## config.mk

```make
export PLATFORM = sky130hd
export DESIGN_NAME = sfpi_core
export DESIGN_NICKNAME = d
export VERILOG_FILES = /design/src/common/sfpi_pkg.sv /design/src/rtl/sfpi_fifo.sv /design/src/rtl/sfpi_core.sv
export SDC_FILE = /design/constraint.sdc
export NUM_CORES = 1
export LEC_CHECK = 0
export BUFFER_PORTS_ARGS = -buffer_cell sky130_fd_sc_hd__buf_2
export CAP_MARGIN = 40
export CORE_MARGIN = 3
export CORE_UTILIZATION = 40
export DETAILED_ROUTE_END_ITERATION = 8
export SLEW_MARGIN = 40
export SYNTH_ARGS = -nofsm -noshare
export SYNTH_HDL_FRONTEND = slang
export SYNTH_SLANG_ARGS = --single-unit
```

## constraint.sdc

```tcl
create_clock -name clk_i -period 2.9 [get_ports clk_i]
set_input_delay 0.145 -clock clk_i [delete_from_list [all_inputs] [get_ports clk_i]]
set_output_delay 0.145 -clock clk_i [all_outputs]
set_load 0.01 [all_outputs]
```

## src/common/sfpi_pkg.sv

```systemverilog
// Purpose: Shared constants and types for the serial flash pin front end.
// Assumes: Wishbone registers are 32-bit words at byte addresses below.
// Notes: Flash status layout keeps bits 1:0 as zero.
package sfpi_pkg;

    localparam int SFPI_ADDR_W = 8;
    localparam int SFPI_DATA_W = 32;
    localparam int SFPI_FIFO_WIDTH = 8;
    localparam int SFPI_FIFO_DEPTH = 32;

    // Register byte offsets
    localparam logic [7:0] SFPI_OFS_CTRL = 8'h00;
    localparam logic [7:0] SFPI_OFS_FSR = 8'h04;
    localparam logic [7:0] SFPI_OFS_TXDATA = 8'h08;
    localparam logic [7:0] SFPI_OFS_RXDATA = 8'h0c;
    localparam logic [7:0] SFPI_OFS_STATE = 8'h10;

    // Flash status field positions
    localparam int SFPI_FSR_BP_LSB = 2;
    localparam int SFPI_FSR_QE_POS = 6;
    localparam int SFPI_FSR_SWD_POS = 7;
    // Control field positions
    localparam int SFPI_CTRL_DIR_POS = 2;
    // Receive word valid flag position
    localparam int SFPI_RX_VLD_POS = 8;
    // Clear-on-one bit in the state word
    localparam int SFPI_ST_OVR_POS = 4;

    localparam logic [3:0] SFPI_BYTE_BITS = 4'h8;
    localparam logic [1:0] SFPI_SYNC_RST = 2'h3;

    typedef enum logic [1:0] {
        SFPI_LANE_SINGLE = 2'h0,
        SFPI_LANE_DUAL = 2'h1,
        SFPI_LANE_QUAD = 2'h2
    } sfpi_lanes_t;

    typedef struct packed {
        logic status_write_disable_bit;
        logic quad_enable_bit;
        logic [3:0] block_protect_bits;
    } sfpi_sr_t;

    typedef struct packed {
        logic dir_out;
        sfpi_lanes_t lanes;
    } sfpi_ctrl_t;

    localparam sfpi_sr_t SFPI_SR_RST = 6'h00;
    localparam sfpi_ctrl_t SFPI_CTRL_RST = 3'h0;
    localparam logic [7:0] SFPI_TX_RST = 8'hff;

endpackage

```

## src/rtl/sfpi_fifo.sv

```systemverilog
// Purpose: Synchronous FIFO with valid/ready on both sides.
// Assumes: DEPTH is a power of two, at least 2.
// Notes: Head word is read straight from the storage flops.
`timescale 1ns/100ps
module sfpi_fifo #(
    parameter int WIDTH = 8,
    parameter int DEPTH = 32
) (
    input wire logic clk_i,
    input wire logic rst_i,
    input wire logic in_valid_i,
    output logic in_ready_o,
    input wire logic [WIDTH-1:0] in_data_i,
    output logic out_valid_o,
    input wire logic out_ready_i,
    output logic [WIDTH-1:0] out_data_o
);
    localparam int AW = $clog2(DEPTH);

    generate
        if (DEPTH < 2 || (DEPTH & (DEPTH - 1)) != 0) begin : g_bad_depth
            $error("sfpi_fifo: DEPTH must be a power of two of at least 2");
        end
    endgenerate

    logic [WIDTH-1:0] mem_r [DEPTH];
    logic [AW:0] wp_r;
    logic [AW:0] rp_r;
    logic push;
    logic pop;

    assign out_valid_o = (wp_r != rp_r);
    assign in_ready_o = !((wp_r[AW] != rp_r[AW]) && (wp_r[AW-1:0] == rp_r[AW-1:0]));
    assign push = in_valid_i && in_ready_o;
    assign pop = out_valid_o && out_ready_i;
    assign out_data_o = mem_r[rp_r[AW-1:0]];

    always_ff @(posedge clk_i) begin
        if (push) begin
            mem_r[wp_r[AW-1:0]] <= in_data_i;
        end
    end

    always_ff @(posedge clk_i) begin
        if (rst_i) begin
            wp_r <= '0;
            rp_r <= '0;
        end else begin
            if (push) begin
                wp_r <= wp_r + 1'b1;
            end
            if (pop) begin
                rp_r <= rp_r + 1'b1;
            end
        end
    end

endmodule

```

## src/rtl/sfpi_core.sv

```systemverilog
// Purpose: Pin front end of a serial flash: select, pause, lanes, status protection.
// Assumes: Pins and serial clock are asynchronous and sampled by clk_i.
// Notes: Serial clock must stay well below a quarter of clk_i.
`timescale 1ns/100ps
module sfpi_core #(
    parameter int FIFO_DEPTH = 32
) (
    input wire logic clk_i,
    input wire logic rst_i,
    input wire logic wb_cyc_i,
    input wire logic wb_stb_i,
    input wire logic wb_we_i,
    input wire logic [sfpi_pkg::SFPI_ADDR_W-1:0] wb_adr_i,
    input wire logic [3:0] wb_sel_i,
    input wire logic [sfpi_pkg::SFPI_DATA_W-1:0] wb_dat_i,
    output logic [sfpi_pkg::SFPI_DATA_W-1:0] wb_dat_o,
    output logic wb_ack_o,
    input wire logic select_n_i,
    input wire logic sck_i,
    input wire logic [3:0] data_line_i,
    output logic [3:0] data_line_o,
    output logic [3:0] data_line_oe_o,
    output logic standby_o
);
    import sfpi_pkg::*;

    // Pin synchronisers: stage 1 feeds stage 2 only
    logic [1:0] cs_ff_r;
    logic [1:0] sck_ff_r;
    logic [3:0] d_ff1_r;
    logic [3:0] d_s_r;
    logic sck_d_r;
    logic cs_d_r;
    logic [1:0] sync_fill_r;

    always_ff @(posedge clk_i) begin
        if (rst_i) begin
            cs_ff_r <= SFPI_SYNC_RST;
            sck_ff_r <= 2'h0;
            d_ff1_r <= 4'hf;
            d_s_r <= 4'hf;
            sck_d_r <= 1'b0;
            cs_d_r <= 1'b1;
            sync_fill_r <= 2'h0;
        end else begin
            cs_ff_r <= {cs_ff_r[0], select_n_i};
            sck_ff_r <= {sck_ff_r[0], sck_i};
            d_ff1_r <= data_line_i;
            d_s_r <= d_ff1_r;
            sck_d_r <= sck_ff_r[1];
            cs_d_r <= cs_ff_r[1];
            sync_fill_r <= {sync_fill_r[0], 1'b1};
        end
    end

    logic sel;
    logic cs_fall;
    logic rise;
    logic fall;
    assign sel = !cs_ff_r[1];
    assign cs_fall = sel && cs_d_r;
    assign rise = sck_ff_r[1] && !sck_d_r;
    assign fall = !sck_ff_r[1] && sck_d_r;

    sfpi_ctrl_t ctrl_r;
    sfpi_sr_t fsr_r;
    logic armed_r;
    logic seen_high_r;

    // Quad enable turns pins 2 and 3 into pure data lines
    logic hold_act;
    logic wp_low;
    assign hold_act = sel && !fsr_r.quad_enable_bit && !d_s_r[3];
    assign wp_low = !fsr_r.quad_enable_bit && !d_s_r[2];

    // Quad needs quad enable, otherwise lines 2/3 keep their pin roles
    sfpi_lanes_t lanes_eff;
    logic [3:0] step;
    always_comb begin
        lanes_eff = ctrl_r.lanes;
        if (ctrl_r.lanes == SFPI_LANE_QUAD && !fsr_r.quad_enable_bit) begin
            lanes_eff = SFPI_LANE_SINGLE;
        end
        unique case (lanes_eff)
            SFPI_LANE_DUAL: step = 4'h2;
            SFPI_LANE_QUAD: step = 4'h4;
            default: step = 4'h1;
        endcase
    end

    logic go;
    assign go = sel && armed_r && !hold_act;
    assign standby_o = !sel;

    // Arming needs select seen high at the pin, then a falling edge; the synchroniser reset value does not count
    always_ff @(posedge clk_i) begin
        if (rst_i) begin
            seen_high_r <= 1'b0;
            armed_r <= 1'b0;
        end else begin
            if (!sel && sync_fill_r[1]) begin
                seen_high_r <= 1'b1;
            end
            if (cs_fall && seen_high_r) begin
                armed_r <= 1'b1;
            end
        end
    end

    // Receive path
    logic [7:0] rx_sh_r;
    logic [3:0] rx_cnt_r;
    logic [7:0] rx_sh_nxt;
    logic [3:0] rx_sum;
    logic rx_done;
    logic [7:0] pend_r;
    logic pend_vld_r;
    logic fifo_in_ready;
    logic overrun_r;

    always_comb begin
        unique case (lanes_eff)
            SFPI_LANE_DUAL: rx_sh_nxt = {rx_sh_r[5:0], d_s_r[1:0]};
            SFPI_LANE_QUAD: rx_sh_nxt = {rx_sh_r[3:0], d_s_r[3:0]};
            default: rx_sh_nxt = {rx_sh_r[6:0], d_s_r[0]};
        endcase
    end
    assign rx_sum = rx_cnt_r + step;
    assign rx_done = go && rise && !ctrl_r.dir_out && (rx_sum == SFPI_BYTE_BITS);

    always_ff @(posedge clk_i) begin
        if (rst_i) begin
            rx_sh_r <= 8'h00;
            rx_cnt_r <= 4'h0;
        end else if (!sel) begin
            rx_cnt_r <= 4'h0;
        end else if (go && rise && !ctrl_r.dir_out) begin
            rx_sh_r <= rx_sh_nxt;
            rx_cnt_r <= (rx_sum == SFPI_BYTE_BITS) ? 4'h0 : rx_sum;
        end
    end

    // One byte waits here while the FIFO is full; a second one is lost
    logic ovr_clr;
    always_ff @(posedge clk_i) begin
        if (rst_i) begin
            pend_r <= 8'h00;
            pend_vld_r <= 1'b0;
        end else if (rx_done && !(pend_vld_r && !fifo_in_ready)) begin
            pend_r <= rx_sh_nxt;
            pend_vld_r <= 1'b1;
        end else if (fifo_in_ready) begin
            pend_vld_r <= 1'b0;
        end
    end

    always_ff @(posedge clk_i) begin
        if (rst_i) begin
            overrun_r <= 1'b0;
        end else if (rx_done && pend_vld_r && !fifo_in_ready) begin
            overrun_r <= 1'b1;
        end else if (ovr_clr) begin
            overrun_r <= 1'b0;
        end
    end

    // Transmit path
    logic [7:0] tx_hold_r;
    logic tx_full_r;
    logic [7:0] tx_sh_r;
    logic [3:0] tx_cnt_r;
    logic [3:0] tx_sum;
    logic rise_seen_r;
    logic tx_shift;
    logic tx_load;
    logic tx_wr;

    assign tx_sum = tx_cnt_r + step;
    // Mode 3 opens on a falling edge that must not shift the preload
    assign tx_shift = go && fall && rise_seen_r && ctrl_r.dir_out;
    assign tx_load = cs_fall || (tx_shift && tx_sum == SFPI_BYTE_BITS);

    always_ff @(posedge clk_i) begin
        if (rst_i) begin
            tx_sh_r <= SFPI_TX_RST;
            tx_cnt_r <= 4'h0;
            rise_seen_r <= 1'b0;
        end else if (!sel) begin
            tx_cnt_r <= 4'h0;
            rise_seen_r <= 1'b0;
        end else begin
            if (go && rise) begin
                rise_seen_r <= 1'b1;
            end
            if (tx_load) begin
                tx_sh_r <= tx_hold_r;
                tx_cnt_r <= 4'h0;
            end else if (tx_shift) begin
                tx_sh_r <= tx_sh_r << step;
                tx_cnt_r <= tx_sum;
            end
        end
    end

    // Software refill wins over a load in the same cycle
    always_ff @(posedge clk_i) begin
        if (rst_i) begin
            tx_full_r <= 1'b0;
        end else if (tx_wr) begin
            tx_full_r <= 1'b1;
        end else if (tx_load) begin
            tx_full_r <= 1'b0;
        end
    end

    // Pin drive: data from flops, enables from synchronised state
    logic [3:0] dout_r;
    logic [3:0] oe_mask;
    always_ff @(posedge clk_i) begin
        if (rst_i) begin
            dout_r <= 4'h0;
        end else begin
            unique case (lanes_eff)
                SFPI_LANE_DUAL: dout_r <= {2'h0, tx_sh_r[7:6]};
                SFPI_LANE_QUAD: dout_r <= tx_sh_r[7:4];
                default: dout_r <= {2'h0, tx_sh_r[7], 1'b0};
            endcase
        end
    end

    always_comb begin
        unique case (lanes_eff)
            SFPI_LANE_DUAL: oe_mask = 4'h3;
            SFPI_LANE_QUAD: oe_mask = 4'hf;
            default: oe_mask = 4'h2;
        endcase
    end
    assign data_line_o = dout_r;
    assign data_line_oe_o = (go && ctrl_r.dir_out) ? oe_mask : 4'h0;

    // Wishbone slave: ack one cycle after the request, effects at the ack edge
    logic req;
    logic ack_r;
    logic done;
    logic [5:0] idx;
    logic [31:0] rdat;
    logic [31:0] rdat_r;
    logic fifo_out_valid;
    logic [7:0] fifo_out_data;
    logic rx_pop;
    logic fsr_wr;
    logic sr_locked;
    sfpi_sr_t fsr_in;

    assign req = wb_cyc_i && wb_stb_i;
    assign done = req && ack_r;
    assign idx = wb_adr_i[7:2];
    assign tx_wr = done && wb_we_i && wb_sel_i[0] && idx == SFPI_OFS_TXDATA[7:2];
    assign fsr_wr = done && wb_we_i && wb_sel_i[0] && idx == SFPI_OFS_FSR[7:2];
    assign ovr_clr = done && wb_we_i && wb_sel_i[0] && idx == SFPI_OFS_STATE[7:2]
        && wb_dat_i[SFPI_ST_OVR_POS];
    assign rx_pop = done && !wb_we_i && idx == SFPI_OFS_RXDATA[7:2];
    assign sr_locked = fsr_r.status_write_disable_bit && wp_low;
    assign fsr_in = {wb_dat_i[SFPI_FSR_SWD_POS], wb_dat_i[SFPI_FSR_QE_POS],
        wb_dat_i[SFPI_FSR_BP_LSB+3:SFPI_FSR_BP_LSB]};

    always_ff @(posedge clk_i) begin
        if (rst_i) begin
            ack_r <= 1'b0;
        end else begin
            ack_r <= req && !ack_r;
        end
    end

    always_ff @(posedge clk_i) begin
        if (rst_i) begin
            ctrl_r <= SFPI_CTRL_RST;
            tx_hold_r <= SFPI_TX_RST;
        end else if (done && wb_we_i && wb_sel_i[0]) begin
            if (idx == SFPI_OFS_CTRL[7:2]) begin
                ctrl_r <= wb_dat_i[SFPI_CTRL_DIR_POS:0];
            end
            if (idx == SFPI_OFS_TXDATA[7:2]) begin
                tx_hold_r <= wb_dat_i[7:0];
            end
        end
    end

    // Blocked writes are dropped silently
    always_ff @(posedge clk_i) begin
        if (rst_i) begin
            fsr_r <= SFPI_SR_RST;
        end else if (fsr_wr && !sr_locked) begin
            fsr_r <= fsr_in;
        end
    end

    always_comb begin
        rdat = 32'h0;
        unique case (idx)
            SFPI_OFS_CTRL[7:2]: rdat = {29'h0, ctrl_r};
            SFPI_OFS_FSR[7:2]: rdat = {24'h0, fsr_r, 2'h0};
            SFPI_OFS_TXDATA[7:2]: rdat = {24'h0, tx_hold_r};
            SFPI_OFS_RXDATA[7:2]: rdat = {23'h0, fifo_out_valid, fifo_out_valid ? fifo_out_data : 8'h00};
            SFPI_OFS_STATE[7:2]: rdat = {25'h0, sr_locked, wp_low, overrun_r,
                tx_full_r, hold_act, armed_r, sel};
            default: rdat = 32'h0;
        endcase
    end

    always_ff @(posedge clk_i) begin
        if (rst_i) begin
            rdat_r <= 32'h0;
        end else begin
            rdat_r <= rdat;
        end
    end
    assign wb_dat_o = rdat_r;
    assign wb_ack_o = ack_r;

    sfpi_fifo #(
        .WIDTH(SFPI_FIFO_WIDTH),
        .DEPTH(FIFO_DEPTH)
    ) u_rx_fifo (
        .clk_i(clk_i),
        .rst_i(rst_i),
        .in_valid_i(pend_vld_r),
        .in_ready_o(fifo_in_ready),
        .in_data_i(pend_r),
        .out_valid_o(fifo_out_valid),
        .out_ready_i(rx_pop),
        .out_data_o(fifo_out_data)
    );
endmodule

```

Yosys cells after proc, flatten, opt, wreduce, memory -nomap -nowiden:

Memory sizes are Yosys's and may differ from the RTL's. A register that Yosys moved wholly into a read port is not among the register bits.
Cells that the tools add are included.

* register bits: 119
* latch bits: 0
* memory bits (writable): 256
* memory bits (read-only): 0
* input port bits: 55
* output and inout bits: 42
* logic and storage cells: 135
* memories kept: 1

Memory list
* u_rx_fifo.mem_r: depth 32, bits a word 8, read ports 1, clocked after memory_dff 1, wr ports 1, line sfpi_fifo.sv:26 `logic [WIDTH-1:0] mem_r [DEPTH];`

* add/sub/neg operators: 4
* multiply operators: 0
* divide/modulo/power cells: 0
* order comparisons: 0
* equal/unequal tests: 13
* shift-type cells: 1
* mux-type cells: 22
* bitwise logic cells: 1
* reduce and logical (&&, ||, !) cells: 63

Operators with widths (count)
* case mux 9 bit (5 select lines): 1
* logical AND 1 bit: 39
* two-way mux 8 bit: 3
* case mux 4 bit (2 select lines): 2
* case mux 8 bit (2 select lines): 1
* zero test 1 bit: 13
* adder 6 x 1 -> 6 bit (second input constant): 2
* equality test 6 x 2 -> 1 bit (second input constant): 2
* two-way mux 5 bit: 2
* two-way mux 1 bit: 9
* adder 4 bit: 2
* equality test 4 bit (second input constant): 2
* two-way mux 4 bit: 2
* AND reduction 2 bit: 4
* left shift 8 x 4 -> 8 bit: 1
* equality test 6 x 1 -> 1 bit (second input constant): 1
* equality test 6 x 3 -> 1 bit (second input constant): 1
* zero test 6 bit: 1
* != test 6 bit: 1
* case mux 3 bit (2 select lines): 1
* nonzero test 2 bit: 3
* equality test 5 bit: 1
* equality test 2 bit (second input constant): 2
* OR reduction 3 bit: 1
* 7 further kinds: 7

Logic depth before layout (Yosys ltp):

Gate-level depths: netlist of the first run.

* depth in word-level cells: 12
* gate-level depth with buffers: 12
* depth with buffers taken out: 10

Cells and area by module:

From an unflattened synthesis of the first run, not the netlist that was laid out.

* cells, all modules: 947
* area, all modules: 14766.7 µm²

By module, submodules not included
* sfpi_fifo: times used 1, cells each 493, area an instance 10661.5 µm², seq. area each 8027.7 µm²
* sfpi_core: times used 1, cells each 454, area an instance 4105.2 µm², seq. area each 1681.6 µm²

Worst setup path before layout of the first run:

OpenSTA, ideal clock, no wires.

* path kind: register to register
* start point: reg ctrl_r[1] (netlist bit)
* end point: reg tx_full_r
* setup time: 0.130 ns
* data arrival time: 2.694 ns
* required time: 2.770 ns
* path slack: 0.076 ns
* stages on the path, launching flop included: 11
* buffers on the path: 2
* period minus slack after synthesis: 2.824 ns
* cell sequence: dfxtp_1 -> nand2b_1 -> buf_2 -> inv_2 -> nor2_2 -> ha_1 -> fa_1 -> or4_1 -> clkbuf_2 -> a21oi_4 -> o22ai_1

* word-level cells in the longest chain between the ends: 10
* elaborated cells between the ends (all ways): 11
* those cells by class: add/sub (1); eq/ne (4); mux (2); reduce/logical (4)

RTL lines
* start, declared: line sfpi_core.sv:65 `sfpi_ctrl_t ctrl_r;`
* start signal, assigned: line sfpi_core.sv:281 `ctrl_r <= wb_dat_i[SFPI_CTRL_DIR_POS:0];`
* equality test 2 bit: line sfpi_core.sv:81 `if (ctrl_r.lanes == SFPI_LANE_QUAD && !fsr_r.quad_enable_bit) begin`
* logical AND 1 bit: line sfpi_core.sv:81
* two-way mux 2 bit (*): line sfpi_core.sv:81
* equality test 2 bit / equality test 2 x 1 -> 1 bit (equally long branches): line sfpi_core.sv:84 `unique case (lanes_eff)`
* case mux 3 bit (2 select lines) (*): line sfpi_core.sv:84
* adder 4 bit (*): line sfpi_core.sv:178 `assign tx_sum = tx_cnt_r + step;`
* via tx_sum[1]: line sfpi_core.sv:172 `logic [3:0] tx_sum;`
* equality test 4 bit (*): line sfpi_core.sv:181 `assign tx_load = cs_fall || (tx_shift && tx_sum == SFPI_BYTE_BITS);`
* logical AND 1 bit (*): line sfpi_core.sv:181
* logical OR 1 bit (*): line sfpi_core.sv:181
* nonzero test 2 bit (no source line) (*)
* end signal, assigned: line sfpi_core.sv:208 `tx_full_r <= 1'b0;`
* end signal, assigned: line sfpi_core.sv:210 `tx_full_r <= 1'b1;`
* end signal, assigned: line sfpi_core.sv:212 `tx_full_r <= 1'b0;`
* end, declared: line sfpi_core.sv:169 `logic tx_full_r;`

The timed path passes the listed nets; every way through them passes the cells marked *.
A chain may end at the register's enable or synchronous reset.

Final worst setup path of the first run:

* start point: reg ctrl_r[0] (netlist bit)
* end point: reg tx_sh_r[4]

* word-level cells in the longest chain between the ends: 11
* elaborated cells between the ends (all ways): 15
* those cells by class: add/sub (1); eq/ne (4); shift (1); mux (4); reduce/logical (5)

RTL lines
* equality test 2 bit: line sfpi_core.sv:81
* logical AND 1 bit: line sfpi_core.sv:81
* two-way mux 2 bit (*): line sfpi_core.sv:81
* equality test 2 bit / equality test 2 x 1 -> 1 bit (equally long branches): line sfpi_core.sv:84
* case mux 3 bit (2 select lines) (*): line sfpi_core.sv:84
* adder 4 bit (*): line sfpi_core.sv:178
* via tx_sum[1]: line sfpi_core.sv:172
* equality test 4 bit (*): line sfpi_core.sv:181
* logical AND 1 bit (*): line sfpi_core.sv:181
* logical OR 1 bit (*): line sfpi_core.sv:181
* nonzero test 2 bit (no source line)
* AND reduction 2 bit (no source line)
* end signal, assigned: line sfpi_core.sv:196 `tx_sh_r <= tx_hold_r;`
* end signal, assigned: line sfpi_core.sv:199 `tx_sh_r <= tx_sh_r << step;`
* end, declared: line sfpi_core.sv:170 `logic [7:0] tx_sh_r;`

The timed path passes the listed nets; every way through them passes the cells marked *. The select of a mux whose other input is x is not followed.

==> results.txt, run 1 <==
The run finished with clean final reports. The global placer's final weighted congestion came out at around 0.83. The final setup TNS came out at 0 ns. The core box area is 36,000 um2. The boundary pin count came out at slightly below 100. After detailed placement, the total cell area comes to 15,700 um2. The worst endpoint data arrival time is 3.09 ns. The total wire length after detailed routing is about 33 mm.

The via density per instance is 5.50. Measured along the x axis, the die boundary spans a little under 200 um. The adder-cell share of the synthesized area came out at under 10%. The required time reported for the critical path endpoint came out at 3.30 ns. The area of the mapped netlist is about 15,000 um2. The number of design rule violations left after detail routing came out at 0.

The number of different library cells in the post-synthesis netlist came out at 76. The post-synthesis compound-gate area fraction is between 7 and 8%. The final instance count without filler cells came out at 1,593. The final core utilization is between 40 and 50%.

The number of sinks on the clock net came out at about 360. The internal power of the cells totals approximately 8.4 mW. At the later pin of the worst-skew pair, clock insertion delay measures 0.53 ns. TritonCTS built the clock tree. The sequential-to-total area share from yosys stat is 65.7%. The sequential cells in the finished layout cover a total of approximately 9700 um2. The count of port buffers added during placement came out at 44.

The library cell occupying the most area in the post-synthesis netlist is edfxtp_1. The share of synthesized cell area in and, or, nand and nor gates came out at approximately a tenth. In the final layout, the multi-input gates occupy 4720 um2. The shortest period the worst path allows came out at around 2.7 ns. Setup repair after global routing left no endpoint under its margin. The initial core utilization came out at 41.0%. The layout net count is 1,166. Counting flops and latches in the post-synthesis netlist gives 357. The combined buffer and inverter count along the critical path is 1. The overall power is between 10 and 15 mW. The final max-slew violation count is 0.

The total CTS buffers came out at 40. The signal on the critical path passes through and3b_1, nor2_2, ha_1, fa_1, or4_1, buf_4, a21oi_1, o31ai_1. The die height is roughly 200 um. In the final routed layout, each cell accounts on average for 21.0 um. The transition time at the pin with the least slew margin is 0.821 ns. The async set-or-reset flop fraction in the synthesized netlist is 0%.

The DRC violation total after the first TritonRoute iteration came out at roughly 680. The synthesis-to-finish area growth is 16.1%. The most common cell in the synthesized netlist is edfxtp_1. The register clock-pin slew on the reported worst setup and hold paths came out at around 0.06 ns.

The overall via count from detail_route is a little under 9,000. The count of antenna diodes in the layout is 0. Averaged over all synthesized cells, the footprint is 14.8 um2. The combinational cell fraction of total power is 1.3%. The cell family contributing the most delay on the critical path is simple AND/OR/NAND/NOR gates. Setup violations remaining at the end of the flow were counted as 0. The highest clock rate came out at ~0.37 GHz. The critical path's slowest cell is or4_1. The half-perimeter wire length of the detailed placement result came out at about 22 mm. Sorting the synthesized cells by area gives the leading types as edfxtp_1, dfxtp_1, mux4_2.

The die covers 39,300 um2. The count of warnings emitted by yosys came out at 0. IR analysis of the VDD net gives a maximum drop of 0.000333 V.

The first global-routing pass estimated approximately 52 mm of wire. For this run, the slowest stage of the critical path takes roughly 0.6 ns. Ranked by instance count, the synthesized netlist is headed by edfxtp_1, dfxtp_1, nor2_1. Global routing used between 15 and 20% of the available tracks. The global routing's busiest layer is met2.

Global routing consumed, on the met1 layer, around a quarter of the routing resources. STA classifies the critical path startpoint as a flip-flop. The number of cells in the design after placement came out at 1,501. In this run the power density over the cells is 612 nW/um2. The remaining max-slew budget at the tightest pin is a little under half. The number of inserted filler cells in the final layout is between 3,000 and 4,000. The path class of the tightest hold or removal check is in2reg. The fraction of power spent switching nets came out at 20.1%. Entering global routing, the biggest net connects 67 pins. The finished cells cover approximately 17,000 um2. After synthesis, the largest family of logic cells by area is multiplexers. The met3 demand-to-capacity share in global routing is between 2 and 3%.

The worst-case clock skew is approximately 0.017 ns. Summed over all nets, the switching power comes to 2.11 mW. In this run the worst path has a maximum fanout of 6. The total leakage power is roughly 5.7 nW. The clock network burns roughly 47% of the power. The CTS H-tree depth is 2. STA classifies the critical path endpoint as a flip-flop.

The met2 routing resource usage after global routing is between 20% and 30%. The tool flagged a number of max-cap violations equal to 0. In this run the clock root is driven by a clkbuf_16. The count of nets left with antenna violations once routing finished came out at 0. The fraction of synthesized area in multiplexers came out at 11.6%. The initial antenna violation count is 0. The type of the worst setup path is reg2reg. The post-synthesis instance total is roughly 1,000.

After Yosys synthesis, XOR and XNOR cells account for 1.69% of the synthesized area. The number of flops mapped to enable cells by yosys is roughly 260. After floorplanning, the core was divided into a little under 70 placement rows.

The ratio of final minimum period to clock period came out at slightly above 90%. The longest clock path from root to sink contains 3 buffers. The area fraction of the dominant cell type after synthesis is between 50% and 60%. The via count of the first global-routing pass is between 8,000 and 9,000. The fraction of power consumed by sequential logic is ~52%. The most used flip-flop cell after synthesis is edfxtp_1. In the final layout, the share of cells above drive strength 1 is around a quarter. The number of detailed-route iterations in the first pass came out at 5. The hold violation count in the final report came out at 0. For this run the aggregate overflow at the end of global routing stands at 0.
==> metal layers <==
| metal | up-vias | share of wire [%] |
|---|---|---|
| li1 | 4035 | - |
| met1 | 4384 | 44 |
| met2 | 287 | 48 |
| met3 | 53 | 5.8 |
| met4 | 0 | 2.3 |
| met5 | - | 0 |
==> cell usage in the layout (no fill, tap or decap), drive strengths merged, types with 6 or more instances in the layout <==
cell,instances
edfxtp,256
dfxtp,101
nor2,95
buf,95
mux4,63
clkbuf,61
nand2,57
nand3,40
a21oi,34
mux2i,28
conb,23
nor2b,18
dlygate4sd3,17
a211oi,17
nor3,16
xnor2,15
a22oi,14
or2,13
a31oi,13
inv,13
o22ai,10
ha,9
and3,9
a221oi,8
xor2,8
nand3b,7
a22o,7
clkinv,7
nand4,6
o211ai,6
a2111oi,6
==> cell families (layout without fill, tap and decap cells) <==
family | Yosys count | count (layout)
buf+inv | 87 | 196
other cells | 1 | 23
simple gates | 282 | 282
fa+ha+maj | 12 | 12
compound gates | 146 | 146
flops | 357 | 357
mux | 92 | 92
xor+xnor | 24 | 24
==> per-stage QoR <==
stage	hold slack [ns]	worst slack, ns
2_1_floorplan	0.249	0.0763
3_3_place_gp	0.329	0.196
3_5_place_dp	0.331	0.156
4_1_cts	0.0215	0.125
5_1_grt	0.0688	0.000366
6_report	0.0431	0.205
==> final timing paths <==
check / startpoint / end / slack, ns / depth (start not counted)
hold reg to reg: cs_ff_r[0]$_SDFF_PP1_ / cs_ff_r[1]$_SDFF_PP1_ / 0.41 / 1
hold / removal: rst_i / sync_fill_r[0]$_DFF_P_ / 0.04 / 3
setup reg to reg: ctrl_r[0]$_SDFFE_PP0P_ / tx_sh_r[4]$_SDFFE_PP1P_ / 0.20 / 8
setup / recovery: ctrl_r[0]$_SDFFE_PP0P_ / tx_sh_r[4]$_SDFFE_PP1P_ / 0.20 / 8
==> sequential cells by signal (all words and copies together), names as in the netlist, 6 cells and up, named ones only <==
register         cells
u_rx_fifo.mem_r    256
wb_dat_o             9
pend_r               8
tx_hold_r            8
tx_sh_r              8
rx_sh_r              7
fsr_r                6
u_rx_fifo.rp_r       6
u_rx_fifo.wp_r       6
==> worst register-to-register path: stages (launching register included) <==
cell,delay (ns)
dfxtp_1,0.42
and3b_1,0.23
nor2_2,0.18
ha_1,0.23
fa_1,0.48
or4_1,0.60
buf_4,0.20
a21oi_1,0.15
o31ai_1,0.08
==> power groups by stage <==
stage | clock network, mW | logic (mW) | registers [mW]
floorplan | 0 | 0.0919 | 5.53
global placement | 0 | 0.115 | 5.53
detailed placement | 0 | 0.115 | 5.53
CTS | 5.04 | 0.134 | 5.42
global route | 5.25 | 0.149 | 5.42
finish | 4.95 | 0.134 | 5.43
==> repair_timing <==
item | CTS | global route
hold buffers | 17 | 0
setup endpoints to repair | 0 | 9
resized for setup | 0 | 2
buffers inserted | 0 | 0
endpoints found under the hold margin | 25 | 0
==> area by class of cell <==
cell class	instances	area share [%]
clock buffer	61	6.65
clock inverter	13	0.904
multi-input combinational	579	27.5
sequential	357	56.6
timing repair buffer	112	4.71
inverter	10	0.219
tap	461	3.36
No activity file was read; power rests on OpenSTA's default activity.
==> run 2, diff against run 1 <==
--- a/config.mk
+++ b/config.mk
@@ -9,6 +9,7 @@
 export CAP_MARGIN = 40
 export CORE_MARGIN = 3
 export CORE_UTILIZATION = 40
+export CTS_BUF_LIST = sky130_fd_sc_hd__clkbuf_2 sky130_fd_sc_hd__clkbuf_4 sky130_fd_sc_hd__clkbuf_8
 export DETAILED_ROUTE_END_ITERATION = 8
 export SLEW_MARGIN = 40
 export SYNTH_ARGS = -nofsm -noshare
==> constraint.sdc (replaced) <==
create_clock -name clk_i -period 2.9 [get_ports clk_i]
set_input_delay 0.435 -clock clk_i [delete_from_list [all_inputs] [get_ports clk_i]]
set_output_delay 0.435 -clock clk_i [all_outputs]
set_load 0.01 [all_outputs]
==> run 2 against run 1 <==
  * Cell count rose by 1.4%
  * Maximum frequency fell by 1.6%
  * Register-to-register slack got worse by 0.04 ns
  * Core utilization fell by 0.44 points
  * Largest power group unchanged
  * Critical path type unchanged
  * Combinational power fell by 5%
  * Clock-buffer cell count rose by 29
  * Critical endpoint unchanged
==> results.txt, run 2 (synthesized netlist as in run 1, its figures left out) <==
The run finished with clean final reports. The highest clock rate was 0.365 GHz (-1.6%). The count of antenna diodes in the layout is 0 (unchanged).

The final max-slew violation count came out at 0 (unchanged). The count of port buffers added during placement is 44 (unchanged). The core box area is 36,000 um2 (unchanged). The overall power came out at 10.0 mW (-4.5%). The site row count came out at 69 (unchanged).

The final setup TNS is 0 ns (unchanged). The DRC violation total after the first TritonRoute iteration is 668 (-1.5%). The number of design rule violations left after detail routing is 0 (unchanged). The initial core utilization was 41.0% (unchanged). Setup repair after global routing left no endpoint under its margin. The number of cells in the design after placement is 1,502 (+0.067%). The delay contributed by the slowest stage of the critical path was 0.60 ns (about the same). The library cells used most frequently in the layout, excluding fill and tap cells, are edfxtp_1, dfxtp_1, nor2_1. The number of inserted filler cells in the final layout is 3,112 (+1.1%). The overall via count from detail_route is 8,800 (+0.47%). The critical path is of the reg2reg type.

The boundary pin count came to 97 (unchanged). On the critical path, the stage with the largest delay is an instance of or4_1. The total CTS buffers came out at 58 (+45%). The buffer depth of the longest clock path came out at 3 (unchanged). The count of antenna-violating nets left after detailed routing came out at 0 (unchanged). The number of sinks on the clock net is 357 (unchanged). The shortest period the worst path allows is 2.74 ns (+0.0433 ns).

The die width came out at 198 um (unchanged). The aggregate global routing overflow came out at 0 (unchanged). The number of buffers added for setup after CTS came out at 0 (unchanged). The share of final-layout standard cells stronger than drive strength 1 came out at 27.6% (+3.5 points). The pin count of the biggest net entering global routing came out at 67 (unchanged).

The die height came to 198 um (unchanged). The number of flip-flops under the largest register name is 256 (unchanged). STA classifies the critical path startpoint as a flip-flop. The cell at the root of the clock tree is clkbuf_8. Compared with the post-synthesis result, the final layout area differs by 15.0%. The wire length of the first global-routing pass is 51.5 mm (-0.20%). The combined global-route utilization of all metal layers is 17.3% (+0.20 points). The register clock-pin slew on the reported worst setup and hold paths came out at 0.06 ns (about the same). The global placer's final weighted congestion is 0.836 (+0.20%). The final instance count without filler cells came to 1,615 (+1.4%). The via density per instance came out at 5.45 (-0.90%). The total wire length after detailed routing came to 33.8 mm (+0.91%). The ratio of final minimum period to clock period is 94.4% (+1.5 points). Leaving out fill and tap cells, the most frequent cell in the layout is edfxtp_1.

The half-perimeter wire length of the detailed placement result is 22.2 mm (+0.34%). The transition time at the pin with the least slew margin is 0.810 ns (-0.0107 ns). TritonCTS built the clock tree.

The total power density per cell area came to 590 nW/um2 (-3.6%). The maximum fanout encountered on the critical timing path is 6 (unchanged). The critical path goes through and3b_1, nor2_2, ha_1, fa_1, or4_1, buf_4, a21oi_1, o31ai_1. The source-to-sink clock delay at the later pin of the worst-skew pair came out at 0.65 ns (+0.12 ns). The kind of path behind the tightest hold check is in2reg. The setup-violating endpoint count in the final report is 0 (unchanged).

The via count of the first global-routing pass came out at 8,580 (-0.72%). The required time reported for the critical path endpoint came to 3.41 ns (+0.11 ns). The initial antenna violation count is 1 (+1).

The max-cap violation count came out at 0 (unchanged). The CTS H-tree depth came out at 2 (unchanged). The worst-case clock skew is 0.0325 ns (+0.0160 ns). The hold violation count in the final report is 0 (unchanged). The detail-routed net length per standard cell was 20.9 um (-0.46%).

The layout net count was 1,177 (+0.94%). The number of detailed-route iterations in the first pass came out at 5 (unchanged). The total leakage power is 5.66 nW (-0.37%). The endpoint kind of the worst setup timing path is a flip-flop. The area of the die came out at 39,300 um2 (unchanged).

The worst supply voltage drop on vdd is 0.000317 V (-4.9%). The worst endpoint data arrival time came out at 3.25 ns (+0.16 ns). The remaining max-slew budget at the tightest pin came out at 45.8% (+0.72 points). The final core utilization came to 47.2% (-0.44 points).
run 2: timing repair:
action                     CTS  global route
hold endpoints to repair     9             0
hold buffers                10             0
setup endpoints to repair    0             7
resized for setup            0             1
run 2: path summary, 6_finish.rpt:
| kind | startpoint | endpoint | slack (ns) | cells after the start |
|---|---|---|---|---|
| min reg2reg | d_ff1_r[3]$_SDFF_PP1_ | d_s_r[3]$_SDFF_PP1_ | 0.41 | 1 |
| max reg2reg | ctrl_r[0]$_SDFFE_PP0P_ | tx_sh_r[4]$_SDFFE_PP1P_ | 0.16 | 8 |
| max | ctrl_r[0]$_SDFFE_PP0P_ | tx_sh_r[4]$_SDFFE_PP1P_ | 0.16 | 8 |
| min | wb_dat_i[1] | tx_hold_r[1]$_SDFFE_PP1P_ | 0.05 | 3 |
run 2: cell type report:
class / count / area, um2 / area share [%]
Sequential cell: 357 / 9720 / 57.2
Multi-Input combinational cell: 579 / 4730 / 27.8
Clock buffer: 90 / 1070 / 6.29
Timing Repair Buffer: 105 / 741 / 4.36
Tap cell: 461 / 577 / 3.39
Clock inverter: 13 / 129 / 0.758
Inverter: 10 / 37.5 / 0.221
run 2: per-stage QoR:
stage | area (um2) | worst slack, ns | hold WS [ns]
6_report | 17000 | 0.162 | 0.0470
5_1_grt | 17000 | 0.0226 | 0.0246
4_1_cts | 17000 | 0.100 | 0.00389
3_5_place_dp | 15700 | 0.124 | 0.394
3_3_place_gp | 15600 | 0.181 | 0.394
2_1_floorplan | 14900 | 0.0763 | 0.389
run 2: metal layers:
metal	track usage, %	up-vias	part of all wire [%]
met5	0	-	0
met4	6.26	0	2.4
met3	3.05	46	5.3
met2	27.0	262	47
met1	24.5	4446	45
li1	-	4046	-
run 2: report_power, final:
| group | total [mW] | switching (mW) | internal [mW] | leakage (nW) |
|---|---|---|---|---|
| combinational | 0.127 | 0.0793 | 0.0477 | 1.83 |
| clock | 4.48 | 1.95 | 2.52 | 0.640 |
| sequential | 5.43 | 0.0126 | 5.41 | 3.19 |
run 2: critical path: cells and delay by family, from the launching register on:
family                   cells  cell delay, ns
AND/OR/NAND/NOR              3            1.02
adder cells (fa/ha/maj)      2            0.72
flip-flops                   1            0.43
AO/OA/AOI/OAI                2            0.23
buffers and inverters        1            0.20
==> run 3, diff against run 2 <==
--- a/config.mk
+++ b/config.mk
@@ -11,6 +11,7 @@
 export CORE_UTILIZATION = 40
 export CTS_BUF_LIST = sky130_fd_sc_hd__clkbuf_2 sky130_fd_sc_hd__clkbuf_4 sky130_fd_sc_hd__clkbuf_8
 export DETAILED_ROUTE_END_ITERATION = 8
+export PLACE_DENSITY = 0.7
 export SLEW_MARGIN = 40
 export SYNTH_ARGS = -nofsm -noshare
 export SYNTH_HDL_FRONTEND = slang
==> run 3 against run 2 <==
  * Power rose by 0.18%
  * Global-route usage fell by 0.55 points
  * Die area did not move
  * Core utilization fell by 0.22 points
  * Maximum frequency barely moved
  * Sequential share of layout area rose by 0.27 points
  * Combinational power fell by 6%
  * Wire length fell by 2.3%
  * First-iteration DRC count rose by 18%
  * Non-clock buffer count fell by 11
  * Critical path depth fell by 1
  * Sequential cell count did not move
  * Critical path type unchanged
  * Critical endpoint is now tx_full_r$_SDFFE_PP0P_
  * Largest cell class unchanged
==> results.txt, run 3 (synthesized netlist as in run 1, its figures left out) <==
The CTS H-tree depth was 2 (unchanged). The buffer depth of the longest clock path is 3 (unchanged). The boundary pin count is 97 (unchanged). The highest clock rate is 0.365 GHz (about the same). The pin count of the biggest net entering global routing came out at 67 (unchanged).

The total leakage power was 5.63 nW (-0.67%). The synthesis-to-finish area growth came out at 14.5%. The hold violation count in the final report is 0 (unchanged). The fraction of power consumed by sequential logic came to 54.0% (about the same). The ratio of final minimum period to clock period is 94.5% (about the same). The setup-violating endpoint count in the final report was 0 (unchanged). The register clock-pin slew on the reported worst setup and hold paths came out at 0.06 ns (about the same).

The count of antenna-violating nets left after detailed routing is 0 (unchanged). The combined buffer and inverter count along the critical path is 0 (-1). The final critical-path setup slack came to 0.159 ns (-0.00251 ns). The half-perimeter wire length of the detailed placement result came out at 22.0 mm (-0.95%). The global placer's final weighted congestion is 0.916 (+9.6%). The core box area is 36,000 um2 (unchanged).

The startpoint kind of the worst setup timing path is a flip-flop. The wire length of the first global-routing pass is 50.8 mm (-1.5%). The max-cap violation count is 0 (unchanged).

The die width is 198 um (unchanged). The source of the worst hold timing path is wb_stb_i. The most critical setup path has its startpoint at ctrl_r[0]$_SDFFE_PP0P_. The detail-routed net length per standard cell was 20.6 um (-1.7%). The cell sitting at the root of the clock tree is a clkbuf_8. The most frequent standard cell in the layout excluding fill and tap cells is edfxtp_1. The required time reported for the critical path endpoint is 3.38 ns (-0.03 ns).

The shortest period the worst path allows is 2.74 ns (+0.00251 ns). On the critical path the largest part of the delay comes from simple AND/OR/NAND/NOR gates. The number of flip-flops under the largest register name was 256 (unchanged). The placement-stage worst setup slack was 0.0801 ns (-0.0437 ns). The total wire length after detailed routing came out at 33.0 mm (-2.3%). The TritonCTS clock tree is yes. The final max-slew violation count is 0 (unchanged). The layout net count is 1,163 (-1.2%). The area of the die is 39,300 um2 (unchanged). The number of cells in the design after placement is 1,494 (-0.53%). The number of cells on the critical path is 7 (-1). The share of final-layout standard cells stronger than drive strength 1 is 27.0% (-0.63 points). The worst supply voltage drop on vdd came out at 0.000339 V (+6.9%). The fraction of power spent switching nets is 20.0% (-0.37 points). The via count of the first global-routing pass is 8,719 (+1.6%). The number of design rule violations left after detail routing is 0 (unchanged). The setup slack of the most critical reg-to-reg path was 0.16 ns (about the same). The part of the total power dissipated in the clock network came out at 44.8% (+0.2 points).

The total power density per cell area is 594 nW/um2 (+0.65%). The DRC violation total after the first TritonRoute iteration came to 789 (+18%). The combinational cell fraction of total power is 1.2% (about the same). The startpoint identified for the worst register-to-register timing path is ctrl_r[0]$_SDFFE_PP0P_. The die height came to 198 um (unchanged). The worst endpoint data arrival time came to 3.22 ns (-0.03 ns). The overall via count from detail_route is 8,836 (+0.41%). The initial antenna violation count came out at 0 (-1). The remaining max-slew budget at the tightest pin is 44.7% (-1.1 points). The aggregate global routing overflow is 0 (unchanged). The final setup TNS came to 0 ns (unchanged). The site row count was 69 (unchanged). The critical path in this run is classified as reg2reg. The final instance count without filler cells came out at 1,605 (-0.62%).

The transition time at the pin with the least slew margin was 0.808 ns (-0.00184 ns). The count of antenna diodes in the layout is 0 (unchanged). The source-to-sink clock delay at the later pin of the worst-skew pair came to 0.62 ns (-0.03 ns). The number of stages on the worst hold path is 3 (unchanged). The depth of the most critical reg-to-reg path came out at 7 (-1). The area of all placed cells without fillers was 16,900 um2 (-0.46%). The flow ran to the end, and the final reports show no timing, DRC or antenna violations. The delay contributed by the slowest stage of the critical path came to 0.62 ns (+0.02 ns). The total CTS buffers is 55 (-5.2%). STA classifies the critical path endpoint as a flip-flop. The via density per instance is 5.51 (+1.0%). The switching power summed over all nets is 2.01 mW (-1.6%). The kind of path behind the tightest hold check is in2reg. Traced cell by cell, the critical path runs through and3b_1, nor2_2, ha_1, fa_1, or4_4, a21oi_4, o22ai_1.

The initial core utilization is 41.0% (unchanged). The final core utilization is 47.0% (-0.22 points). The count of port buffers added during placement came out at 44 (unchanged). The area after detailed placement came to 15,600 um2 (-0.40%). The number of sinks on the clock net is 357 (unchanged). The maximum fanout encountered on the critical timing path came out at 7 (+1). The slowest stage of the critical path is the or4_4 cell.

In the layout the commonest cells are edfxtp_1, dfxtp_1, nor2_1. The cell-internal power came out at 8.04 mW (+0.65%). The combined global-route utilization of all metal layers is 16.7% (-0.55 points). The number of inserted filler cells in the final layout was 3,042 (-2.2%). The number of detailed-route iterations in the first pass is 5 (unchanged). The worst-case clock skew came out at 0.0452 ns (+0.0127 ns).
## run 3: cell count changes in the layout (fill, tap and decap cells not counted), moves of 2 or more
cell           before  now
clkinv_2            3    9
clkinv_1            5    8
nor2_1             72   75
dlygate4sd3_1      10    6
buf_4              48   41
clkbuf_4           27   18
nor2_2             23   20
bufinv_16           2    4
## run 3: timing repair
| action | 4_1_cts | 5_1_grt |
|---|---|---|
| hold buffers | 6 | 0 |
| setup buffers | 0 | 0 |
| endpoints found under the setup margin | 0 | 14 |
| endpoints found under the hold margin | 6 | 0 |
| resized for setup | 0 | 3 |
## run 3: final timing paths
kind,endpoint
worst max-delay path,tx_full_r$_SDFFE_PP0P_
worst min-delay path,wb_ack_o$_SDFF_PP0_
worst max register to register,tx_full_r$_SDFFE_PP0P_
worst min register to register,d_s_r[0]$_SDFF_PP1_
## run 3: per-stage QoR
stage	hold WS, ns	power, mW
2_1_floorplan	0.389	5.62
3_3_place_gp	0.393	5.64
3_5_place_dp	0.398	5.65
4_1_cts	0.0150	10.2
5_1_grt	0.0355	10.4
6_report	0.0546	10.1
## run 3: final cells by class
type | instances | area [um2] | share of cell area (%)
clock buffer | 80 | 995 | 5.88
clock inverter | 24 | 228 | 1.35
inverter | 10 | 37.5 | 0.222
multi-input combinational | 579 | 4730 | 27.9
sequential | 357 | 9720 | 57.4
tap | 461 | 577 | 3.41
timing repair buffer | 94 | 636 | 3.76
## run 3: worst register-to-register path, delay by kind of cell (launching register included)
family	cells	cell delay, ns
adder cells (fa/ha/maj)	2	0.76
flip-flops	1	0.42
AO/OA/AOI/OAI	2	0.38
AND/OR/NAND/NOR	3	1.04
## run 3: power by group through the flow
stage / Clock (mW) / Combinational, mW / Sequential (mW)
2_1_floorplan: 0 / 0.0919 / 5.53
3_3_place_gp: 0 / 0.111 / 5.53
3_5_place_dp: 0 / 0.111 / 5.53
4_1_cts: 4.61 / 0.118 / 5.43
5_1_grt: 4.84 / 0.134 / 5.42
6_report: 4.50 / 0.120 / 5.43
## run 3: per-layer routing
metal | wire length (um) | global-route usage (%)
met2 | 15900 | 27.0
met5 | 0 | 0
met4 | 934 | 5.90
met1 | 14000 | 22.9
met3 | 2150 | 3.10
